## src/pkg/sadc_regs.svh

```systemverilog
`ifndef SADC_REGS_SVH
`define SADC_REGS_SVH

// Register offsets on the plain register port
`define SADC_OFF_MAIN        3'h0
`define SADC_OFF_CFG         3'h1
`define SADC_OFF_RESULT      3'h2
`define SADC_OFF_FLAG        3'h3

// Main control register fields
`define SADC_MAIN_ON_BIT     0
`define SADC_MAIN_GO_BIT     1
`define SADC_MAIN_CHS_LSB    2
`define SADC_MAIN_CHS_MSB    5

// Clock and reference register fields
`define SADC_CFG_REF_LSB     0
`define SADC_CFG_REF_MSB     1
`define SADC_CFG_CLK_LSB     4
`define SADC_CFG_CLK_MSB     6

// Flag register fields
`define SADC_FLAG_DONE_BIT   0
`define SADC_FLAG_IRQ_EN_BIT 1

// Reset values
`define SADC_RST_BYTE        8'h00

// Timing counts
`define SADC_TAD_LAST        4'h9
`define SADC_START_DELAY_CYC 3'h4
`define SADC_CLK_RC          2'h3
`define SADC_FIRST_TRIAL     8'h80

// Bit-period divider terminal counts per clock-select code
`define SADC_DIV2_LAST       6'h01
`define SADC_DIV8_LAST       6'h07
`define SADC_DIV32_LAST      6'h1f
`define SADC_DIV4_LAST       6'h03
`define SADC_DIV16_LAST      6'h0f
`define SADC_DIV64_LAST      6'h3f

`endif

```

## src/pkg/sadc_pkg.sv

```systemverilog
package sadc_pkg;

  // Sequencer states of the approximation engine
  typedef enum logic [1:0]
  {
    SADC_IDLE  = 2'b00,
    SADC_DELAY = 2'b01,
    SADC_CONV  = 2'b10
  } sadc_state_e;

  typedef logic [7:0] sadc_byte_t;

endpackage : sadc_pkg

```

## src/pkg/sadc_sar_if.sv

```systemverilog
`timescale 1ns/1ns
interface sadc_sar_if;
  logic                start;
  logic                abort;
  logic                rc_mode;
  logic                tad_tick;
  logic                comp;
  logic                busy;
  logic                done;
  sadc_pkg::sadc_byte_t result;
  sadc_pkg::sadc_byte_t code;

  modport ctl (output start, abort, rc_mode, tad_tick, comp,
               input  busy, done, result, code);
  modport sar (input  start, abort, rc_mode, tad_tick, comp,
               output busy, done, result, code);
endinterface : sadc_sar_if

```

## src/core/sadc_sar.sv

```systemverilog
`timescale 1ns/1ns
`include "sadc_regs.svh"
module sadc_sar
(
  input wire logic clk_in,
  input wire logic rst_n_in,
  sadc_sar_if.sar  link
);
  sadc_pkg::sadc_state_e state_reg, state_next;
  logic [3:0]            tad_reg, tad_next;
  logic [2:0]            dly_reg, dly_next;
  sadc_pkg::sadc_byte_t  code_reg, code_next;
  sadc_pkg::sadc_byte_t  mask_reg, mask_next;
  sadc_pkg::sadc_byte_t  result_reg, result_next;
  logic                  done_reg, done_next;

  // Engine status toward the control side
  assign link.busy   = (state_reg != sadc_pkg::SADC_IDLE);
  assign link.done   = done_reg;
  assign link.result = result_reg;
  assign link.code   = code_reg;

  // Sequencer: optional start delay, then ten bit periods
  always_comb
  begin
    state_next  = state_reg;
    tad_next    = tad_reg;
    dly_next    = dly_reg;
    code_next   = code_reg;
    mask_next   = mask_reg;
    result_next = result_reg;
    done_next   = 1'b0;
    case (state_reg)
      sadc_pkg::SADC_IDLE:
        if (link.start)
        begin
          code_next  = `SADC_RST_BYTE;
          mask_next  = `SADC_RST_BYTE;
          tad_next   = 4'h0;
          dly_next   = 3'h0;
          state_next = link.rc_mode ? sadc_pkg::SADC_DELAY : sadc_pkg::SADC_CONV;
        end
      sadc_pkg::SADC_DELAY:
        if (dly_reg == `SADC_START_DELAY_CYC - 3'h1)
          state_next = sadc_pkg::SADC_CONV;
        else
          dly_next = dly_reg + 3'h1;
      sadc_pkg::SADC_CONV:
        if (link.tad_tick)
        begin
          tad_next = tad_reg + 4'h1;
          if (tad_reg == 4'h0)
          begin
            code_next = `SADC_FIRST_TRIAL;
            mask_next = `SADC_FIRST_TRIAL;
          end
          else if (tad_reg == `SADC_TAD_LAST)
          begin
            result_next = code_reg;
            done_next   = 1'b1;
            state_next  = sadc_pkg::SADC_IDLE;
          end
          else
          begin
            code_next = (code_reg & ~mask_reg) | (link.comp ? mask_reg : 8'h00) | (mask_reg >> 1);
            mask_next = mask_reg >> 1;
          end
        end
      default:
        state_next = sadc_pkg::SADC_IDLE;
    endcase
    // Abort drops the pending trial bit so unresolved bits show zero
    if (link.abort && state_reg != sadc_pkg::SADC_IDLE)
    begin
      state_next  = sadc_pkg::SADC_IDLE;
      code_next   = code_reg & ~mask_reg;
      mask_next   = `SADC_RST_BYTE;
      result_next = result_reg;
      done_next   = 1'b0;
    end
  end

  // State registers
  always_ff @(posedge clk_in or negedge rst_n_in)
  begin
    if (!rst_n_in)
    begin
      state_reg  <= sadc_pkg::SADC_IDLE;
      tad_reg    <= 4'h0;
      dly_reg    <= 3'h0;
      code_reg   <= `SADC_RST_BYTE;
      mask_reg   <= `SADC_RST_BYTE;
      result_reg <= `SADC_RST_BYTE;
      done_reg   <= 1'b0;
    end
    else
    begin
      state_reg  <= state_next;
      tad_reg    <= tad_next;
      dly_reg    <= dly_next;
      code_reg   <= code_next;
      mask_reg   <= mask_next;
      result_reg <= result_next;
      done_reg   <= done_next;
    end
  end

  a_rc_start_delay : assert property (
    @(posedge clk_in) disable iff (!rst_n_in)
    (state_reg == sadc_pkg::SADC_IDLE && link.start && link.rc_mode) ##1 (!link.abort) [*4]
      |-> (state_reg == sadc_pkg::SADC_DELAY) ##1 (state_reg == sadc_pkg::SADC_CONV)
  ) else $error("rc start not delayed four cycles");

  a_done_after_tad : assert property (
    @(posedge clk_in) disable iff (!rst_n_in)
    $rose(done_reg) |-> $past(tad_reg) == `SADC_TAD_LAST
  ) else $error("done before tenth bit period");

endmodule : sadc_sar

```

## src/core/sadc_top.sv

```systemverilog
// Decided for this implementation: the strobed register port and the register addresses.
`timescale 1ns/1ns
`include "sadc_regs.svh"
module sadc_top
(
  input  wire logic       SYS_CLK_IN,
  input  wire logic       RESETN_IN,
  input  wire logic [2:0] REG_ADDR_IN,
  input  wire logic [7:0] REG_WDATA_IN,
  input  wire logic       REG_WR_IN,
  input  wire logic       REG_RD_IN,
  output logic      [7:0] REG_RDATA_OUT,
  input  wire logic       SLEEP_IN,
  input  wire logic       CMP_TRIG_IN,
  input  wire logic       RC_CLK_IN,
  input  wire logic       COMP_IN,
  output logic            CONV_ON_OUT,
  output logic      [3:0] CHANNEL_SEL_OUT,
  output logic      [1:0] REF_SEL_OUT,
  output logic      [7:0] TRIAL_CODE_OUT,
  output logic            CONV_DONE_FLAG_OUT,
  output logic            CONV_IRQ_ENABLE_OUT,
  output logic            WAKE_OUT
);

  // Clock divider terminal count for a clock-select code
  function automatic logic [5:0] tad_last_count(input logic [2:0] sel);
    case (sel)
      3'h0:    tad_last_count = `SADC_DIV2_LAST;
      3'h1:    tad_last_count = `SADC_DIV8_LAST;
      3'h2:    tad_last_count = `SADC_DIV32_LAST;
      3'h4:    tad_last_count = `SADC_DIV4_LAST;
      3'h5:    tad_last_count = `SADC_DIV16_LAST;
      3'h6:    tad_last_count = `SADC_DIV64_LAST;
      default: tad_last_count = `SADC_DIV2_LAST;
    endcase
  endfunction : tad_last_count

  sadc_sar_if sar_link ();

  logic [1:0]           rst_sync_reg;
  logic                 rst_n;
  logic                 rc_meta_reg, rc_sync_reg, rc_prev_reg;
  logic                 converter_on_reg, converter_on_next;
  logic                 go_reg, go_next;
  logic [3:0]           input_channel_select_reg, input_channel_select_next;
  logic [2:0]           conv_clock_select_reg, conv_clock_select_next;
  logic [1:0]           pos_reference_select_reg, pos_reference_select_next;
  sadc_pkg::sadc_byte_t conv_result_reg, conv_result_next;
  logic                 conv_done_flag_reg, conv_done_flag_next;
  logic                 conv_irq_enable_reg, conv_irq_enable_next;
  logic                 sleep_off_reg, sleep_off_next;
  logic                 analog_on_reg, analog_on_next;
  logic                 wake_reg, wake_next;
  logic [5:0]           div_reg, div_next;
  sadc_pkg::sadc_byte_t rdata_reg, rdata_next;

  // Reset release through two flip-flops
  always_ff @(posedge SYS_CLK_IN or negedge RESETN_IN)
  begin
    if (!RESETN_IN)
      rst_sync_reg <= 2'b00;
    else
      rst_sync_reg <= {rst_sync_reg[0], 1'b1};
  end
  assign rst_n = rst_sync_reg[1];

  // Pin synchronisers; RC edge is seen only on the second stage
  always_ff @(posedge SYS_CLK_IN or negedge rst_n)
  begin
    if (!rst_n)
    begin
      rc_meta_reg   <= 1'b0;
      rc_sync_reg   <= 1'b0;
      rc_prev_reg   <= 1'b0;
    end
    else
    begin
      rc_meta_reg   <= RC_CLK_IN;
      rc_sync_reg   <= rc_meta_reg;
      rc_prev_reg   <= rc_sync_reg;
    end
  end

  // Address and strobe decode
  wire wr_main   = REG_WR_IN && (REG_ADDR_IN == `SADC_OFF_MAIN);
  wire wr_cfg    = REG_WR_IN && (REG_ADDR_IN == `SADC_OFF_CFG);
  wire wr_result = REG_WR_IN && (REG_ADDR_IN == `SADC_OFF_RESULT);
  wire wr_flag   = REG_WR_IN && (REG_ADDR_IN == `SADC_OFF_FLAG);
  wire wd_on     = REG_WDATA_IN[`SADC_MAIN_ON_BIT];
  wire wd_go     = REG_WDATA_IN[`SADC_MAIN_GO_BIT];

  // Clock selection and bit-period tick
  wire rc_mode  = (conv_clock_select_reg[1:0] == `SADC_CLK_RC);
  wire rc_edge  = rc_sync_reg && !rc_prev_reg;
  wire div_tick = (div_reg == tad_last_count(conv_clock_select_reg));
  wire tad_tick = rc_mode ? rc_edge : div_tick;

  // Start and abort causes
  wire sleep_kill  = SLEEP_IN && !rc_mode;
  wire sw_go_set   = wr_main && wd_go && converter_on_reg && wd_on;
  wire trig_set    = CMP_TRIG_IN && converter_on_reg;
  wire start_req   = !go_reg && (sw_go_set || trig_set) && !sleep_kill;
  wire sw_abort    = wr_main && go_reg && (!wd_go || !wd_on);
  wire sleep_abort = sleep_kill && go_reg;
  wire abort_req   = sw_abort || sleep_abort;
  wire conv_done   = sar_link.done;

  // Control side of the engine link
  assign sar_link.start    = start_req;
  assign sar_link.abort    = abort_req;
  assign sar_link.rc_mode  = rc_mode;
  assign sar_link.tad_tick = tad_tick;
  // Comparator follows our registered trial code in a cycle; two flops would go stale at /2
  assign sar_link.comp     = COMP_IN;

  sadc_sar u_sar
  (
    .clk_in   (SYS_CLK_IN),
    .rst_n_in (rst_n),
    .link     (sar_link.sar)
  );

  // Divider restarts while idle so each conversion begins on a full period
  assign div_next = (!sar_link.busy || div_tick) ? 6'h00 : div_reg + 6'h01;

  // Go bit: completion and abort clear it, start requests set it
  always_comb
  begin
    go_next = go_reg;
    if (conv_done)
      go_next = 1'b0;
    else if (abort_req)
      go_next = 1'b0;
    else if (start_req)
      go_next = 1'b1;
  end

  // Register field updates from software writes
  assign converter_on_next         = wr_main ? wd_on : converter_on_reg;
  assign input_channel_select_next = wr_main ?
    REG_WDATA_IN[`SADC_MAIN_CHS_MSB:`SADC_MAIN_CHS_LSB] : input_channel_select_reg;
  assign conv_clock_select_next    = wr_cfg ?
    REG_WDATA_IN[`SADC_CFG_CLK_MSB:`SADC_CFG_CLK_LSB] : conv_clock_select_reg;
  assign pos_reference_select_next = wr_cfg ?
    REG_WDATA_IN[`SADC_CFG_REF_MSB:`SADC_CFG_REF_LSB] : pos_reference_select_reg;
  assign conv_irq_enable_next      = wr_flag ?
    REG_WDATA_IN[`SADC_FLAG_IRQ_EN_BIT] : conv_irq_enable_reg;

  // Result: a finished conversion wins over a software write
  assign conv_result_next = conv_done ? sar_link.result :
                            (wr_result ? REG_WDATA_IN : conv_result_reg);

  // Done flag: hardware set wins over a software clear
  assign conv_done_flag_next = conv_done ||
    (wr_flag ? REG_WDATA_IN[`SADC_FLAG_DONE_BIT] : conv_done_flag_reg);

  // Sleep power-down and wake
  assign sleep_off_next = SLEEP_IN &&
    (sleep_off_reg || !rc_mode || (conv_done && !conv_irq_enable_reg));
  assign analog_on_next = converter_on_next && !sleep_off_next;
  assign wake_next      = conv_done && SLEEP_IN && conv_irq_enable_reg;

  // Read data mux; unimplemented bits and unmapped offsets read zero
  always_comb
  begin
    rdata_next = rdata_reg;
    if (REG_RD_IN)
    begin
      case (REG_ADDR_IN)
        `SADC_OFF_MAIN:   rdata_next = {2'b00, input_channel_select_reg, go_reg,
                                        converter_on_reg};
        `SADC_OFF_CFG:    rdata_next = {1'b0, conv_clock_select_reg, 2'b00,
                                        pos_reference_select_reg};
        `SADC_OFF_RESULT: rdata_next = conv_result_reg;
        `SADC_OFF_FLAG:   rdata_next = {6'h00, conv_irq_enable_reg, conv_done_flag_reg};
        default:          rdata_next = `SADC_RST_BYTE;
      endcase
    end
  end

  // Control and status registers
  always_ff @(posedge SYS_CLK_IN or negedge rst_n)
  begin
    if (!rst_n)
    begin
      converter_on_reg         <= 1'b0;
      go_reg                   <= 1'b0;
      input_channel_select_reg <= 4'h0;
      conv_clock_select_reg    <= 3'h0;
      pos_reference_select_reg <= 2'h0;
      conv_result_reg          <= `SADC_RST_BYTE;
      conv_done_flag_reg       <= 1'b0;
      conv_irq_enable_reg      <= 1'b0;
      sleep_off_reg            <= 1'b0;
      analog_on_reg            <= 1'b0;
      wake_reg                 <= 1'b0;
      div_reg                  <= 6'h00;
      rdata_reg                <= `SADC_RST_BYTE;
    end
    else
    begin
      converter_on_reg         <= converter_on_next;
      go_reg                   <= go_next;
      input_channel_select_reg <= input_channel_select_next;
      conv_clock_select_reg    <= conv_clock_select_next;
      pos_reference_select_reg <= pos_reference_select_next;
      conv_result_reg          <= conv_result_next;
      conv_done_flag_reg       <= conv_done_flag_next;
      conv_irq_enable_reg      <= conv_irq_enable_next;
      sleep_off_reg            <= sleep_off_next;
      analog_on_reg            <= analog_on_next;
      wake_reg                 <= wake_next;
      div_reg                  <= div_next;
      rdata_reg                <= rdata_next;
    end
  end

  // Outputs toward the analog front end and system
  assign REG_RDATA_OUT       = rdata_reg;
  assign CONV_ON_OUT         = analog_on_reg;
  assign CHANNEL_SEL_OUT     = input_channel_select_reg;
  assign REF_SEL_OUT         = pos_reference_select_reg;
  assign TRIAL_CODE_OUT      = sar_link.code;
  assign CONV_DONE_FLAG_OUT  = conv_done_flag_reg;
  assign CONV_IRQ_ENABLE_OUT = conv_irq_enable_reg;
  assign WAKE_OUT            = wake_reg;

  a_done_sets_flag : assert property (
    @(posedge SYS_CLK_IN) disable iff (!rst_n)
    conv_done |=> CONV_DONE_FLAG_OUT
  ) else $error("done flag not set at conversion end");

  a_flag_held : assert property (
    @(posedge SYS_CLK_IN) disable iff (!rst_n)
    (CONV_DONE_FLAG_OUT && !wr_flag) |=> CONV_DONE_FLAG_OUT
  ) else $error("done flag cleared without software");

  a_done_updates : assert property (
    @(posedge SYS_CLK_IN) disable iff (!rst_n)
    conv_done |=> (!go_reg && conv_result_reg == $past(sar_link.result))
  ) else $error("completion did not clear go or load result");

  a_abort_keeps : assert property (
    @(posedge SYS_CLK_IN) disable iff (!rst_n)
    (sw_abort && !conv_done && !wr_result) |=> (!go_reg && $stable(conv_result_reg))
  ) else $error("abort changed result or left go set");

  a_off_no_power : assert property (
    @(posedge SYS_CLK_IN) disable iff (!rst_n)
    !converter_on_reg |-> !CONV_ON_OUT
  ) else $error("converter powered while disabled");

  a_sleep_kills : assert property (
    @(posedge SYS_CLK_IN) disable iff (!rst_n)
    (SLEEP_IN && !rc_mode && go_reg) |=> (!go_reg && !CONV_ON_OUT)
  ) else $error("non-RC sleep did not abort");

  a_trig_starts : assert property (
    @(posedge SYS_CLK_IN) disable iff (!rst_n)
    (CMP_TRIG_IN && converter_on_reg && !go_reg && !SLEEP_IN && !wr_main)
      |=> (go_reg && sar_link.busy)
  ) else $error("trigger did not start conversion");

  a_wake_on_done : assert property (
    @(posedge SYS_CLK_IN) disable iff (!rst_n)
    (conv_done && SLEEP_IN) |=> (WAKE_OUT == $past(conv_irq_enable_reg))
  ) else $error("wake pulse wrong at completion");

  a_sleep_off_after : assert property (
    @(posedge SYS_CLK_IN) disable iff (!rst_n)
    (conv_done && SLEEP_IN && !conv_irq_enable_reg && !wr_main) ##1 SLEEP_IN
      |-> (!CONV_ON_OUT && converter_on_reg)
  ) else $error("converter still powered after sleep completion");

  a_unimpl_zero : assert property (
    @(posedge SYS_CLK_IN) disable iff (!rst_n)
    (REG_RD_IN && REG_ADDR_IN == `SADC_OFF_CFG) |=> (REG_RDATA_OUT[7] == 1'b0
      && REG_RDATA_OUT[3:2] == 2'b00)
  ) else $error("unimplemented config bits read nonzero");

  a_busy_shows_go : assert property (
    @(posedge SYS_CLK_IN) disable iff (!rst_n)
    sar_link.busy |-> go_reg
  ) else $error("go bit low during conversion");

  a_sw_go_starts : assert property (
    @(posedge SYS_CLK_IN) disable iff (!rst_n)
    (sw_go_set && !go_reg && !sleep_kill) |=> (go_reg && sar_link.busy)
  ) else $error("go write did not start conversion");

  a_reset_idle : assert property (
    @(posedge SYS_CLK_IN)
    !rst_n |-> (!go_reg && !CONV_ON_OUT && !sar_link.busy)
  ) else $error("reset left converter active");

  a_rc_sleep_runs : assert property (
    @(posedge SYS_CLK_IN) disable iff (!rst_n)
    (SLEEP_IN && rc_mode && go_reg && !conv_done && !sw_abort) |=> go_reg
  ) else $error("RC conversion stopped by sleep");

  a_wake_needs_done : assert property (
    @(posedge SYS_CLK_IN) disable iff (!rst_n)
    WAKE_OUT |-> $past(conv_done)
  ) else $error("wake pulse without completion");

  a_done_single : assert property (
    @(posedge SYS_CLK_IN) disable iff (!rst_n)
    conv_done |=> !conv_done
  ) else $error("completion pulse longer than one cycle");

  a_result_write : assert property (
    @(posedge SYS_CLK_IN) disable iff (!rst_n)
    (wr_result && !conv_done) |=> (conv_result_reg == $past(REG_WDATA_IN))
  ) else $error("software write to result lost");

  a_channel_write : assert property (
    @(posedge SYS_CLK_IN) disable iff (!rst_n)
    wr_main |=> (CHANNEL_SEL_OUT == $past(REG_WDATA_IN[`SADC_MAIN_CHS_MSB:`SADC_MAIN_CHS_LSB]))
  ) else $error("channel field not taken from write");

endmodule : sadc_top

```

## config.mk

```make
export PLATFORM = sky130hd
export DESIGN_NAME = sadc_top
export DESIGN_NICKNAME = d
export VERILOG_FILES = /design/src/pkg/sadc_pkg.sv /design/src/pkg/sadc_sar_if.sv /design/src/core/sadc_sar.sv /design/src/core/sadc_top.sv
export VERILOG_INCLUDE_DIRS = /design/src /design/src/pkg
export SDC_FILE = /design/constraint.sdc
export NUM_CORES = 1
export LEC_CHECK = 0
export ABC_AREA = 1
export BUFFER_PORTS_ARGS = -buffer_cell sky130_fd_sc_hd__buf_2
export CAP_MARGIN = 20
export CORE_MARGIN = 4
export CORE_UTILIZATION = 51
export CTS_CLUSTER_SIZE = 14
export DETAILED_ROUTE_END_ITERATION = 7
export GPL_ROUTABILITY_DRIVEN = 1
export PLACE_DENSITY = 0.71
export SLEW_MARGIN = 20
export SYNTH_ARGS = -nofsm -noshare
export SYNTH_HDL_FRONTEND = slang
export SYNTH_SLANG_ARGS = --single-unit
```

## constraint.sdc

```tcl
create_clock -name SYS_CLK_IN -period 4.1 [get_ports SYS_CLK_IN]
set_input_delay 0.615 -clock SYS_CLK_IN [delete_from_list [all_inputs] [get_ports SYS_CLK_IN]]
set_output_delay 0.615 -clock SYS_CLK_IN [all_outputs]
set_load 0.005 [all_outputs]
```

==> reports/qor.yml <==
dieArea_um2: 9333
overflow: 0
ys_types: 41
cts.clk_slew.worst_paths_ps: 90
track_usage_pct: 19.19
antenna_found_initial: 0
fin_nets: 560
initial_core_util_pct: 52.08
n_fill_cell: 730
cp_max_fo: 20
slowest_stage: "nand2_2"
setup_violations: 0
finalMaxSlewViolations: 0
worst_pin_slew_ps: 640.0
async_flop_share_pct: 100.0
rows: 32
hold_buffers: 0
status: "completed"
rsz0062_at_grt: "false"
die_w_um: 96.61
worstPathCellList: "buf_2, nor3_4, nand2_1, o21bai_2, nand2_1, nand2_2, nand3_4, nand2_1, nand2_1"
cts_resized: 0
hold_viol_final: 0
postCtsSetupRepairBufs: 0
synth_edf_count: 0
grt_first_pass_wirelength_um: 14860
min_period_ps: 2233
final_area_um2: 4443
cp-end-kind: "flip-flop"
drc: 0
vias: 3314
io_buffers: 44
drt_iter0_drc: 177
drv_cap: 0
setup_slack_ps: 1867
ys_warn_count: 0
slew_headroom_pct: 57.33
power_density_nw_per_um2: 489.8
drive_above_1_share_pct: 17.78
period_share_pct: 54.46
syn_inst: 491
grt_max_degree: 49
ys.flop_type: "dfrtp_1"
r2r_setup_slack_ps: 2070
fmax_ghz: 0.4478
drt-pass1-iter-count: 6
mostFrequentLayoutCell: "nand2_1"
synth_seq_cells: 77
fp.dieH_um: 96.61
synthesis.area_um2: 4004
syn_to_final_growth_pct: 10.97
min_path_type: "in2async"
dp_worst_setup_slack_ps: 1538
crit_required_ps: 4350
top_usage_layer: "met2"
core_um2: 7687
yosysSeqAreaShare_pct: 48.12
cts_tree: "done"
whs_ps: 26.96
use_met2_pct: 31.69
syn_nets: 516
drt_wl_total_um: 8551
path_common_cell: "nand2_1"
avgSynthCellArea_um2: 8.154
diodes: 0
grt_pass1_vias: 3291
met1_usage_pct: 24.71
place_area_um2: 4252
grtUsageMet3_pct: 5.479
root_buffer: "clkbuf_8"
finalSetupTns_ps: 0
gp_routability_congestion: 0.7975
vias_per_cell: 5.162
p_leak_nw: 2.302
criticalPathCategory: "in2reg"
ir_drop_mv: 0.2962
wl_per_cell_um: 13.32
ios: 45
ant_nets: 0
final_cell_mix: "156 x nand2_1, 76 x dfrtp_1, 54 x inv_1"
max_stage_delay_ps: 340
clock-sinks: 77
htree_levels: 3
dp_hpwl_um: 6166
insertion_delay_ps: 360
cts_made_buffers: 9
skew_ps: 11.70
critPathLaunchType: "input port"
worstPathArrival_ps: 2480
clockBufferDepth: 2
==> worst paths after layout <==
kind / to / startpoint / depth (start not counted)
setup reg to reg: u_sar.link.code[6] / u_sar.tad_reg[0] / 9
max in group asynchronous: CHANNEL_SEL_OUT[0] / rst_sync_reg[1] / 1
min in group SYS_CLK_IN: rc_sync_reg / rc_meta_reg / 0
hold / removal: rst_sync_reg[1] / RESETN_IN / 1
hold reg to reg: div_reg[1] / rst_sync_reg[1] / 0
setup / recovery: u_sar.link.code[6] / REG_ADDR_IN[1] / 9
==> metrics by stage <==
stage	power, mW	cells	utilization (%)
finish	2.176	642	57.80
global route	2.330	642	57.80
detailed placement	1.630	626	55.31
floorplan	1.520	491	-
CTS	2.193	642	57.76
global placement	1.610	626	55.31
==> critical path, delay by kind of cell <==
kind / cells / cell delay (ps)
and+or+nand+nor: 7 / 1490
AOI/OAI and AO/OA: 1 / 240
buffers and inverters: 1 / 130
==> power breakdown <==
group	switching [mW]	internal, mW
logic	0.453	0.202
registers	0.102	0.861
clock network	0.324	0.234
total	0.878	1.30
==> layout make-up <==
type	instances	area, um2	area share (%)
Tap cell	102	127.6	2.872
Clock inverter	7	65.06	1.464
Sequential cell	77	1931	43.45
Inverter	60	226.5	5.097
Timing Repair Buffer	45	227.7	5.125
Multi-Input combinational cell	342	1742	39.20
Clock buffer	9	123.9	2.788
==> synth_stat cells, types with 3 or more instances <==
cell type / instances / area [um2]
o21ai_1: 10 / 50.05
nand2_1: 156 / 585.6
nor2_1: 35 / 131.4
buf_6: 4 / 45.04
nor3_1: 7 / 35.03
nand2_2: 10 / 62.56
inv_1: 54 / 202.7
mux2_2: 7 / 78.83
ha_1: 6 / 75.07
a31oi_1: 6 / 37.54
clkbuf_1: 3 / 11.26
xor2_1: 3 / 26.28
a21oi_1: 10 / 50.05
inv_2: 3 / 11.26
o21ai_0: 28 / 140.1
dfrtp_1: 77 / 1927
o211ai_1: 6 / 45.04
nand4_1: 20 / 125.1
nand3_1: 17 / 85.08
==> cell families after synthesis <==
| kind of cell | Yosys count | synth area share (%) |
|---|---|---|
| muxes | 7 | 1.969 |
| xor gates and xnor gates | 3 | 0.6564 |
| other | 1 | 0.09366 |
| and+or+nand+nor | 260 | 29.84 |
| adders and majority gates | 6 | 1.875 |
| buffers and inverters | 72 | 8.375 |
| AOI/OAI and AO/OA | 65 | 9.063 |
| DFF | 77 | 48.13 |
==> per-layer routing <==
metal	vias to the layer above	routed length, um
li1	1675	-
met1	1545	3946
met2	81	4036
met3	13	453
met4	0	114
met5	-	0
Note: power is estimated with default switching activity, not from simulation.
